$ cat src/hdl/dads_defs.svh
// Constants for the decimal adjust and decrement-skip execution block
`ifndef DADS_DEFS_SVH
`define DADS_DEFS_SVH
`define DADS_NIBBLE_MAX 4'h9
`define DADS_BCD_FIX 4'h6
`define DADS_DEST_WORKING 1'b0
`define DADS_DEST_FILE 1'b1
`define DADS_SKIP_CYCLES 2
`endif

$ cat src/hdl/dads_pkg.sv
// Types for the decimal adjust and decrement-skip execution block
package dads_pkg;
  typedef enum logic [1:0] {
    DADS_OP_NONE = 2'b00,
    DADS_OP_ADJUST = 2'b01,
    DADS_OP_DECSKIP = 2'b10
  } dads_op_t;
  // Operation request from decode
  typedef struct packed {
    logic valid;
    dads_op_t op;
    logic dest;
    logic [6:0] addr;
    logic [7:0] fileData;
  } dads_req_t;
  // Result write-back toward the register file and working register
  typedef struct packed {
    logic workWe;
    logic [7:0] workData;
    logic fileWe;
    logic [6:0] fileAddr;
    logic [7:0] fileData;
    logic carryWe;
    logic carry;
  } dads_wb_t;
  typedef enum logic [0:0] {
    DADS_ST_RUN = 1'b0,
    DADS_ST_SKIP = 1'b1
  } dads_state_t;
endpackage

$ cat src/hdl/dads_bcd_adjust.sv
// Packed decimal correction of an 8-bit binary sum
`timescale 1ns/100ps
`include "dads_defs.svh"
module dads_bcd_adjust
  import dads_pkg::*;
(
  // Operand and flags from the preceding addition
  input wire logic [7:0] sum,
  input wire logic halfCarry,
  input wire logic carryIn,
  // Corrected value
  output logic [7:0] adjusted,
  output logic carryOut
);
  logic [4:0] low;
  logic fixLow;
  logic [4:0] high;
  logic fixHigh;
  // =====================================
  // Nibble correction
  always_comb begin
    fixLow = halfCarry || (sum[3:0] > `DADS_NIBBLE_MAX);
    low = {1'b0, sum[3:0]} + (fixLow ? {1'b0, `DADS_BCD_FIX} : 5'h00);
    // Low nibble correction can ripple into the high nibble
    high = {1'b0, sum[7:4]} + {4'h0, low[4]};
    fixHigh = carryIn || (high > {1'b0, `DADS_NIBBLE_MAX});
    high = high + (fixHigh ? {1'b0, `DADS_BCD_FIX} : 5'h00);
    adjusted = {high[3:0], low[3:0]};
    carryOut = fixHigh || high[4];
  end
endmodule

$ cat src/hdl/dads_exec.sv
// Execution stage for decimal adjust and decrement-skip-if-zero
`timescale 1ns/100ps
`include "dads_defs.svh"
// Overview of operation
// - Decimal adjust turns the working register sum into packed decimal, writes it back.
// - Decrement-skip subtracts one; destination bit picks working or file register.
// - Zero result discards the fetched next instruction, executing a no-operation.
// - Decrement-skip takes one cycle, or two cycles when skipping.
module dads_exec
  import dads_pkg::*;
(
  // Clock and reset
  input wire logic clk,
  input wire logic srst,
  // Request from decode
  input wire dads_req_t req,
  // Working register and flags from the core
  input wire logic [7:0] workingRegister,
  input wire logic halfCarry,
  input wire logic carry,
  // Write-back
  output dads_wb_t wb,
  // Fetch stage control
  output logic squashFetched,
  output logic busy
);
  typedef struct packed {
    dads_state_t state;
    dads_wb_t wb;
    logic squash;
    logic busy;
  } dads_exec_state_t;

  dads_exec_state_t r;
  dads_exec_state_t next_r;
  logic [7:0] adjusted;
  logic adjCarry;
  logic [7:0] decremented;

  // =====================================
  // Decimal correction datapath
  dads_bcd_adjust u_adjust (
    .sum(workingRegister),
    .halfCarry(halfCarry),
    .carryIn(carry),
    .adjusted(adjusted),
    .carryOut(adjCarry)
  );

  assign decremented = req.fileData - 8'h01;

  // =====================================
  // Next-state logic; skip slot inserts a no-operation
  always_comb begin
    next_r = r;
    next_r.wb = '0;
    next_r.squash = 1'b0;
    next_r.busy = 1'b0;
    unique case (r.state)
      DADS_ST_RUN: begin
        if (req.valid && req.op == DADS_OP_ADJUST) begin
          next_r.wb.workWe = 1'b1;
          next_r.wb.workData = adjusted;
          next_r.wb.carryWe = 1'b1;
          next_r.wb.carry = adjCarry;
        end else if (req.valid && req.op == DADS_OP_DECSKIP) begin
          if (req.dest == `DADS_DEST_WORKING) begin
            next_r.wb.workWe = 1'b1;
            next_r.wb.workData = decremented;
          end else begin
            next_r.wb.fileWe = 1'b1;
            next_r.wb.fileAddr = req.addr;
            next_r.wb.fileData = decremented;
          end
          if (decremented == 8'h00) begin
            next_r.squash = 1'b1;
            next_r.busy = 1'b1;
            next_r.state = DADS_ST_SKIP;
          end
        end
      end
      DADS_ST_SKIP: begin
        // Second cycle executes the no-operation; requests are ignored
        next_r.state = DADS_ST_RUN;
      end
    endcase
  end

  // =====================================
  // State register
  always_ff @(posedge clk) begin
    if (srst) begin
      r <= '0;
    end else begin
      r <= next_r;
    end
  end

  assign wb = r.wb;
  assign squashFetched = r.squash;
  assign busy = r.busy;

  // =====================================
  // Checks
  property p_skip_two_cycles;
    @(posedge clk) disable iff (srst)
    (r.state == DADS_ST_RUN && req.valid && req.op == DADS_OP_DECSKIP && req.fileData == 8'h01)
      |=> squashFetched && busy ##1 !busy && !wb.workWe && !wb.fileWe;
  endproperty
  a_skip_two_cycles: assert property (p_skip_two_cycles) else $error("skip not two cycles");

  property p_zero_squash;
    @(posedge clk) disable iff (srst)
    (r.state == DADS_ST_RUN && req.valid && req.op == DADS_OP_DECSKIP && req.fileData == 8'h01) |=> squashFetched;
  endproperty
  a_zero_squash: assert property (p_zero_squash) else $error("zero result did not squash");

  property p_no_skip;
    @(posedge clk) disable iff (srst)
    (r.state == DADS_ST_RUN && req.valid && req.op == DADS_OP_DECSKIP && req.fileData != 8'h01)
      |=> !squashFetched && !busy;
  endproperty
  a_no_skip: assert property (p_no_skip) else $error("skip without zero");

  property p_dest_file;
    @(posedge clk) disable iff (srst)
    (r.state == DADS_ST_RUN && req.valid && req.op == DADS_OP_DECSKIP && req.dest)
      |=> wb.fileWe && !wb.workWe && wb.fileData == $past(req.fileData) - 8'h01;
  endproperty
  a_dest_file: assert property (p_dest_file) else $error("file destination wrong");

  property p_dest_work;
    @(posedge clk) disable iff (srst)
    (r.state == DADS_ST_RUN && req.valid && req.op == DADS_OP_DECSKIP && !req.dest)
      |=> wb.workWe && !wb.fileWe && wb.workData == $past(req.fileData) - 8'h01;
  endproperty
  a_dest_work: assert property (p_dest_work) else $error("working destination wrong");

  property p_adjust_write;
    @(posedge clk) disable iff (srst)
    (r.state == DADS_ST_RUN && req.valid && req.op == DADS_OP_ADJUST)
      |=> wb.workWe && wb.carryWe && !squashFetched;
  endproperty
  a_adjust_write: assert property (p_adjust_write) else $error("adjust did not write back");

  property p_adjust_digits;
    @(posedge clk) disable iff (srst)
    (wb.workWe && wb.carryWe) |-> wb.workData[3:0] <= 4'h9 && wb.workData[7:4] <= 4'h9;
  endproperty
  a_adjust_digits: assert property (p_adjust_digits) else $error("adjust result not decimal");

  property p_adjust_carry;
    @(posedge clk) disable iff (srst)
    (r.state == DADS_ST_RUN && req.valid && req.op == DADS_OP_ADJUST && carry) |=> wb.carry;
  endproperty
  a_adjust_carry: assert property (p_adjust_carry) else $error("carry lost in adjust");

  // =====================================
  // Reset and idle behaviour
  // Checked without a disable so that the reset itself is covered
  property p_reset_quiet;
    @(posedge clk)
    srst |=> wb == '0 && !squashFetched && !busy;
  endproperty
  a_reset_quiet: assert property (p_reset_quiet) else $error("outputs not cleared by reset");

  // No operation or no request must never write anything back
  property p_idle_quiet;
    @(posedge clk) disable iff (srst)
    (r.state == DADS_ST_RUN && !(req.valid && req.op != DADS_OP_NONE))
      |=> wb == '0 && !squashFetched && !busy;
  endproperty
  a_idle_quiet: assert property (p_idle_quiet) else $error("write-back without a request");

  // =====================================
  // Skip slot behaviour
  // A request held into the no-operation slot is dropped, not deferred
  property p_skip_refuses;
    @(posedge clk) disable iff (srst)
    r.state == DADS_ST_SKIP |=> wb == '0 && !squashFetched && !busy;
  endproperty
  a_skip_refuses: assert property (p_skip_refuses) else $error("request taken in skip slot");

  // Fetch must see the discard and the stall together
  property p_busy_with_squash;
    @(posedge clk) disable iff (srst)
    busy |-> squashFetched;
  endproperty
  a_busy_with_squash: assert property (p_busy_with_squash) else $error("stall without discard");

  // Slots beyond the instruction's own cycle; the machine serves only one
  localparam int NopSlots = `DADS_SKIP_CYCLES - 1;
  property p_skip_slot_len;
    @(posedge clk) disable iff (srst)
    $rose(busy) |-> ##NopSlots !busy;
  endproperty
  a_skip_slot_len: assert property (p_skip_slot_len) else $error("skip slot length wrong");

  // =====================================
  // Write-back consistency
  // One destination per instruction; the register file port is single
  property p_single_target;
    @(posedge clk) disable iff (srst)
    !(wb.workWe && wb.fileWe);
  endproperty
  a_single_target: assert property (p_single_target) else $error("two destinations written");

  // A sum already in packed decimal with no carries must pass unchanged
  property p_adjust_identity;
    @(posedge clk) disable iff (srst)
    (r.state == DADS_ST_RUN && req.valid && req.op == DADS_OP_ADJUST && !carry && !halfCarry
      && workingRegister[3:0] <= 4'h9 && workingRegister[7:4] <= 4'h9)
      |=> wb.workData == $past(workingRegister) && !wb.carry;
  endproperty
  a_adjust_identity: assert property (p_adjust_identity) else $error("decimal value altered");
endmodule

$ cat config.mk
export PLATFORM = sky130hd
export DESIGN_NAME = dads_exec
export DESIGN_NICKNAME = d
export VERILOG_FILES = /design/src/hdl/dads_pkg.sv /design/src/hdl/dads_bcd_adjust.sv /design/src/hdl/dads_exec.sv
export VERILOG_INCLUDE_DIRS = /design/src /design/src/hdl
export SDC_FILE = /design/constraint.sdc
export NUM_CORES = 1
export LEC_CHECK = 0
export BUFFER_PORTS_ARGS = -buffer_cell sky130_fd_sc_hd__buf_2
export CAP_MARGIN = 20
export CORE_MARGIN = 2
export CORE_UTILIZATION = 42
export DETAILED_ROUTE_END_ITERATION = 8
export PLACE_DENSITY = 0.71
export SLEW_MARGIN = 20
export SYNTH_ARGS = -nofsm -noshare
export SYNTH_HDL_FRONTEND = slang
export SYNTH_SLANG_ARGS = --single-unit
$ cat constraint.sdc
create_clock -name clk -period 10 [get_ports clk]
set_clock_uncertainty 0.05 [all_clocks]
set_input_delay 2.5 -clock clk [delete_from_list [all_inputs] [get_ports clk]]
set_output_delay 2.5 -clock clk [all_outputs]
set_load 0.01 [all_outputs]
After elaboration in Yosys (flattened, before gate mapping)
Cells that the tools add are included.
{ "classes": {"n_mul": 0, "addsub": 4, "n_div": 0, "n_shift": 0, "n_reduce_logical": 10, "n_bitwise": 4, "mux": 11, "eq_ne": 2, "order_cmp": 2} }
{ "op_table": {"columns": ["op", "count"], "rows": [
  ["$mux 26", 1],
  ["$mux 9", 2],
  ["$mux 16", 1],
  ["$logic_not 8->1", 1],
  ["$sub 8x1->8 const B", 1],
  ["$mux 3", 2],
  ["$add 4x1->5", 1],
  ["$add 4x5->5", 1],
  ["$add 5x5->5", 1],
  ["$gt 5x4->1 const B", 1],
  ["$reduce_or 5->1", 1],
  ["$gt 4x4->1 const B", 1],
  ["$mux 2", 2],
  ["$not 1->1", 4],
  ["$reduce_or 4->1", 1],
  ["$logic_or 1x1->1", 3],
  ["$reduce_or 3->1", 1],
  ["$eq 2x1->1 const B", 1],
  ["$eq 2x2->1 const B", 1],
  ["$logic_and 1x1->1", 2],
  ["$mux 1", 2],
  ["$pmux 1 s2", 1],
  ["$reduce_or 2->1", 1]
]} }
{ "word_totals": {"output_inout_bits": 29, "inputBits": 31, "memories": 0, "latch_bits": 0, "word_cells": 43, "rom_bits": 0, "register_bits": 30, "ram_bits": 0} }

Logic depth before layout (Yosys ltp)
Gate-level depths: netlist (run 1).
{ "depth": {"depth_word": 11, "mapped_depth": 17, "ltp_nobuf": 16} }

Hierarchy
A second synthesis (run 1) with hierarchy kept.
{ "hier_totals": {"hier_cells": 145, "area_unflattened_um2": 1335.0} }
{ "modules_own_cells": {"columns": ["module", "n_inst", "area_per_inst_um2", "seq_area_each_um2", "cells_per_inst"], "rows": [
  ["dads_exec", 1, 978.4, 560.5, 95],
  ["dads_bcd_adjust", 1, 356.6, 0.0, 50]
]} }

Worst setup path before layout (run 1)
Ideal clock, no wire load.
{ "synth_timing": {"path_type": "input -> register", "startpoint": "in workingRegister[2]", "endpoint": "reg r (netlist bit wb[25])", "n_path_buf": 1, "required_ps": 9821, "setup_ps": 129, "path_slack_ps": 4489, "t_arrival_ps": 5332, "stages": 16, "path_cell_list": "o21ai_0 -> nand2b_1 -> ha_1 -> a21oi_1 -> nor2b_1 -> ha_1 -> ha_1 -> clkbuf_1 -> nor2_1 -> mux2_2 -> a22oi_1 -> o21ai_0 -> ha_1 -> or3b_2 -> a31oi_1 -> o32ai_2"} }
{ "synth_between": {"elab_chain_len": 10} }
{ "synth_lines": {"columns": ["item", "line_no", "rtl"], "rows": [
  ["from (decl)", "dads_exec.sv:18", "input wire logic [7:0] workingRegister,"],
  ["$gt 4x4->1 (no line)", null, null],
  ["$logic_or 1x1->1", "dads_bcd_adjust.sv:22", "fixLow = halfCarry || (sum[3:0] > `DADS_NIBBLE_MAX);"],
  ["$mux 3", "dads_bcd_adjust.sv:23", "low = {1'b0, sum[3:0]} + (fixLow ? {1'b0, `DADS_BCD_FIX} : 5'h00);"],
  ["$add 4x5->5 *", "dads_bcd_adjust.sv:23", null],
  ["$add 4x1->5 *", "dads_bcd_adjust.sv:25", "high = {1'b0, sum[7:4]} + {4'h0, low[4]};"],
  ["$gt 5x4->1", "dads_bcd_adjust.sv:26", "fixHigh = carryIn || (high > {1'b0, `DADS_NIBBLE_MAX});"],
  ["$logic_or 1x1->1", "dads_bcd_adjust.sv:26", null],
  ["$mux 3", "dads_bcd_adjust.sv:27", "high = high + (fixHigh ? {1'b0, `DADS_BCD_FIX} : 5'h00);"],
  ["$add 5x5->5 *", "dads_bcd_adjust.sv:27", null],
  ["$mux 9 *", "dads_exec.sv:61", "if (req.valid && req.op == DADS_OP_ADJUST) begin"],
  ["to (signal assigned)", "dads_exec.sv:95", "r <= next_r;"],
  ["to (decl)", "dads_exec.sv:34", "dads_exec_state_t r;"]
]} }
Every way passes the cells marked *; elsewhere a longest branch is shown, timed or not.
A chain may end at the register's enable or synchronous reset.

Worst setup path in the final report (run 1)
Same ends and word-level chain as after synthesis.

==> flow_summary.toml, run 1 <==
[run_status]
status = "complete, no violations"

[pwr]
ir_worst_vdd_mv = 0.0743
power_leakage_nw = 0.866
power.density_nw_per_um2 = 135

[grt]
grt_max_degree = 17
overflow = 0
track_usage_pct = 16.6
grt_pass1_vias = 1063
antenna_found_initial = 0
grt_pass1_wl_mm = 4.46

[setup_path]
critPathBufInv = 1
worst-setup-path-type = "in -> reg"
cp_common_cell = "ha_1"
crit_chain = "buf_2, o21ai_0, nand2b_1, ha_1, a21oi_1, nor2b_1, ha_1, ha_1, a311o_1, a31oi_1, o21ai_0, ha_1, or3b_2, a31oi_1, o32ai_2"
r2r-start = "r[29]"
setup.worst_path.start = "workingRegister[2]"
cp-start-kind = "input pin"
crit_slowest_cell = "or3b_2"
critPathMaxStageDelay_ps = 480
end_kind = "flip-flop"
worstPathRequired_ps = 10170
cp_data_arrival_time_ps = 5620
cpLargestDelayFamily = "compound AO/OA/AOI/OAI gates"
worstPathMaxFanout = 5

[place]
dp_hpwl_mm = 2.22
numPlacedInstances = 221
gp_congestion = 0.727
post_dp_cell_area_um2 = 1590
portBuffers = 59

[yosys]
synth_edf_count = 0
netlist_instances = 134
synth_area_leaders = "dfxtp_1, ha_1, nor2_1"
synthSimpleGateAreaFrac_pct = 23.7
syn_nets = 174
synth_top_family_by_area = "simple AND/OR/NAND/NOR gates"
ys_types = 41
ys_warn_count = 0
synth_seq_area_share_pct = 43.8
synth.most_common_cell = "dfxtp_1"
syn_area_um2 = 1280
synth-compound-area-share_pct = 11.9
syn-mean-instance-area_um2 = 9.54
muxShareOfSynthArea_pct = 1.66
async_flop_share_pct = 0
synth_adder_area_share_pct = 9.39
synth_area_leader_cell = "dfxtp_1"
dominantRegCellSynth = "dfxtp_1"
synth_top_area_share_pct = 43.8
synthTopCellsByCount = "dfxtp_1, nor2_1, nand2_1"
synth_xor_area_share_pct = 4.79
synth-seq-cells = 28

[drt]
ant_nets = 0
drt-pass1-iter-count = 4
vias_per_cell = 4.98
drc = 0
wl_mm = 2.73
vias = 1121
first_iter_violations = 32
wl_per_cell_um = 12.2

[die]
io_pins = 60
dieArea_um2 = 3500
rows = 20
initial_core_util_pct = 42.9
core_um2 = 2980
die_w_um = 59.2
dieHeight_um = 59.2

[cts]
clk_path_buf_depth = 2
cts_root_buf = "clkbuf_4"
cts_tree = "yes"
htreeDepth = 1
numCtsBuffers = 3
clock-sinks = 28
clk_latency_ps = 320
cts_setup_buffers = 0
cts.repair.resized = 0
cts_hold_buf = 0
clk_pin_slew_ps = 150

[finish]
drive_gt1_share_pct = 38.0
stdcell_area_um2 = 1640
stdcell_count = 225
antenna_cells = 0
syn2layout_area_growth_pct = 28.1
final_nets = 233

[sta]
min_period_ps = 5440
setup_viol = 0
fin_crit_sh_pct = 54.4
fin_setup_tns_ps = 0
worst_pin_slew_ps = 435
slew_violations = 0
relSlewSlack_pct = 71.0
rsz0062_at_grt = "no"
clock.fmax_mhz = 184
hold_violations = 0

[worst_hold_path]
hold_start = "r[29]"
hold_class = "reg -> reg"

[flow_run]
timing.max_cap.violations = 0
## per-layer routing
layer | share of wire [%] | track usage [%] | vias up
met3 | 7.0 | 4.37 | 5
met4 | 1.4 | 6.49 | 0
met5 | 0 | 0 | -
met2 | 49 | 28.7 | 38
li1 | - | - | 582
met1 | 43 | 19.6 | 496
## worst paths after layout
path                            slack (ps)  cells past startpoint  endpoint
worst max register to register        8300                      4    wb[21]
worst max-delay path                  4560                     15    wb[25]
worst min register to register         740                      3    wb[26]
worst min-delay path                   740                      3    wb[26]
## worst min-delay path: cells and delay by family (launching register included)
| kind | cells | cell delay [ps] |
|---|---|---|
| simple gates | 3 | 390 |
| flops | 1 | 370 |
## sequential cells by signal (all words and copies together) (netlist names)
name,cells
wb,27
r,1
## per-stage QoR
step | power, mW | hold WS (ps) | utilization (%) | setup slack (ps)
after floorplan | 0.136 | 724 | - | 4490
after global placement | 0.148 | 694 | 53.2 | 4320
after detailed placement | 0.150 | 732 | 53.2 | 4200
after CTS | 0.223 | 760 | 55.0 | 4540
after global routing | 0.230 | 803 | 55.0 | 4280
final | 0.221 | 739 | 55.0 | 4560
## where the power goes
group	switching, mW	leakage [nW]	internal, mW
registers	0.000440	0.227	0.114
logic	0.0176	0.611	0.0155
clock network	0.0329	0.0279	0.0405
total	0.0509	0.866	0.170
## cell type report
cell class,instances,area (um2)
tap,33,41.3
fill,280,1340
clock buffer,3,22.5
sequential,28,561
multi-input combinational,93,658
inverter,8,30.0
timing repair buffer,59,295
clock inverter,1,30.0
## cells by family (layout without fill, tap and decap cells)
| logic type | Yosys count | in the layout |
|---|---|---|
| buffers and inverters | 13 | 71 |
| muxes | 2 | 2 |
| xor gates and xnor gates | 7 | 7 |
| and+or+nand+nor | 52 | 52 |
| AOI/OAI and AO/OA | 23 | 23 |
| DFF | 28 | 28 |
| adders and majority gates | 9 | 9 |
## cell usage in the layout (no fill, tap or decap), types with 3 or more instances in the layout
cell type	count
buf_2	59
dfxtp_1	28
nor2_1	14
nand2_1	10
and3_1	8
ha_1	8
inv_1	7
xnor2_1	5
o21ai_1	5
nand2b_1	4
a21oi_1	3
nor3_1	3
a31oi_1	3
clkbuf_4	3
(Power assumes the default switching activity.)
==> run 2, diff against run 1 <==
--- a/config.mk
+++ b/config.mk
@@ -9,9 +9,9 @@
 export BUFFER_PORTS_ARGS = -buffer_cell sky130_fd_sc_hd__buf_2
 export CAP_MARGIN = 20
 export CORE_MARGIN = 2
-export CORE_UTILIZATION = 42
+export CORE_UTILIZATION = 41
 export DETAILED_ROUTE_END_ITERATION = 8
-export PLACE_DENSITY = 0.71
+export PLACE_DENSITY = 0.73
 export SLEW_MARGIN = 20
 export SYNTH_ARGS = -nofsm -noshare
 export SYNTH_HDL_FRONTEND = slang
==> constraint.sdc (replaced) <==
create_clock -name clk -period 4.8 [get_ports clk]
set_clock_uncertainty 0.05 [all_clocks]
set_input_delay 1.2 -clock clk [delete_from_list [all_inputs] [get_ports clk]]
set_output_delay 1.2 -clock clk [all_outputs]
set_load 0.01 [all_outputs]
==> flow_summary.toml, run 2 (synthesis results as in run 1) <==
[finish]
drive_gt1_share_pct = 38.0
fillerInstances = 274
final_nets = 233
mostFrequentLayoutCell = "buf_2"
largest_reg_flops = 27
syn2layout_area_growth_pct = 28.1
antenna_cells = 0
stdcell_count = 225
most-common-layout-cells = "buf_2, dfxtp_1, nor2_1, nand2_1"

[grt]
busiest_layer = "met2"
grt_pass1_wl_mm = 4.33
grt_max_degree = 17
grt_use_met2_pct = 27.8
antenna_found_initial = 0
use_met3_pct = 5.41
overflow = 0
grt_pass1_vias = 1071
groute.layer.met1.usage_pct = 18.6
track_usage_pct = 15.9

[place]
dp_hpwl_mm = 2.24
gp_congestion = 0.744
numPlacedInstances = 221
portBuffers = 59

[cts]
clk_pin_slew_ps = 140
numCtsBuffers = 3
cts_setup_buffers = 0
clk_path_buf_depth = 2
cts_root_buf = "clkbuf_4"
clk_latency_ps = 320
htreeDepth = 1
clock-sinks = 28
cts_tree = "yes"
cts.repair.resized = 0
cts_hold_buf = 0

[sta]
fin_setup_tns_ps = 0
hold_violations = 0
setup_viol = 0
relSlewSlack_pct = 73.1
fin_crit_sh_pct = 86.4
rsz0062_at_grt = "no"
worst_pin_slew_ps = 403
clock.fmax_mhz = 241
min_period_ps = 4150
slew_violations = 0

[setup_path]
worstPathRequired_ps = 4970
cp_common_cell = "ha_1"
worst-setup-path-type = "in -> reg"
r2r_end = "wb[21]"
cp_data_arrival_time_ps = 4320
crit_chain = "buf_2, o21ai_0, nand2b_1, ha_1, a21oi_1, nor2b_1, ha_1, ha_1, a311o_1, a31oi_1, o21ai_0, ha_1, or3b_2, a31oi_1, o32ai_2"
worstPathMaxFanout = 5
reg2reg_depth = 4
setup.worst_path.start = "workingRegister[2]"
critPathCapture = "wb[25]"
r2r-start = "r[29]"
crit_slowest_cell = "or3b_2"
cp-start-kind = "input pin"
ff2ff_setup_slack_ps = 3160
critPathMaxStageDelay_ps = 480
end_kind = "flip-flop"

[pwr]
power_leakage_nw = 0.866
pwr-share-seq_pct = 51.9
power.density_nw_per_um2 = 280
clockPowerShare_pct = 33.1
p_sw_mw = 0.105
combinationalPowerShare_pct = 15.0
ir_worst_vdd_mv = 0.216
power.internal_mw = 0.354
sw_frac_of_total_pct = 22.9

[flow_run]
timing.max_cap.violations = 0

[die]
rows = 20
dieArea_um2 = 3580
die_w_um = 59.8
io_pins = 60
core_um2 = 3000
initial_core_util_pct = 42.6
dieHeight_um = 59.8

[drt]
wl_per_cell_um = 12.3
ant_nets = 0
first_iter_violations = 13
vias_per_cell = 4.95
wl_mm = 2.76
vias = 1113
drt-pass1-iter-count = 2
drc = 0

[run_status]
status = "complete, no violations"

[worst_hold_path]
hold_class = "reg -> reg"
run 2: cell counts in the layout (fill, tap and decap cells not counted):
No cell type changed its count.
run 2: cell type report:
type / instances / area, um2 / area share [%]
clock inverters: 1 / 30.0 / 1.83
flip-flops and latches: 28 / 561 / 34.2
multi-input cells: 93 / 658 / 40.2
inverters: 8 / 30.0 / 1.83
well taps: 33 / 41.3 / 2.52
repair buffers: 59 / 295 / 18.0
clock buffers: 3 / 22.5 / 1.38
run 2: worst min path at each step:
stage / cells after the start / start / slack (ps) / endpoint
final: 3 / r[29] / 730 / wb[26]
after global routing: 3 / r[29] / 780 / wb[26]
after CTS: 3 / r[29] / 740 / wb[26]
after detailed placement: 3 / r[29] / 720 / wb[26]
after global placement: 3 / r[29] / 690 / wb[26]
after floorplan: 3 / r[29] / 720 / wb[26]
run 2: metal layers:
layer  up-vias  share of wire [%]  routed length, um
met2        37                 49               1360
met1       494                 43               1190
li1        580                  -                  -
met3         2                7.3                200
met5         -                  0                  0
met4         0               0.29                  8
run 2: critical path: cells and delay by family:
| family | cells | cell delay [ps] |
|---|---|---|
| buffers and inverters | 1 | 110 |
| AO/OA/AOI/OAI | 7 | 1240 |
| AND/OR/NAND/NOR | 3 | 650 |
| adder cells (fa/ha/maj) | 4 | 1110 |
run 2: power groups by stage:
stage	registers [mW]	clock network (mW)	logic (mW)
2_1_floorplan	0.245	0	0.0379
3_3_place_gp	0.243	0	0.0656
3_5_place_dp	0.243	0	0.0692
4_1_cts	0.238	0.154	0.0699
5_1_grt	0.238	0.165	0.0774
6_report	0.238	0.152	0.0690
run 2: through the flow:
stage / setup slack, ps / power [mW] / area (um2) / util (%) / hold slack [ps]
after floorplan: 589 / 0.283 / 1280 / - / 724
after global placement: 423 / 0.309 / 1590 / 52.8 / 694
after detailed placement: 299 / 0.312 / 1590 / 52.8 / 718
after CTS: 639 / 0.462 / 1640 / 54.5 / 738
after global routing: 425 / 0.481 / 1640 / 54.5 / 778
final: 650 / 0.458 / 1640 / 54.5 / 726
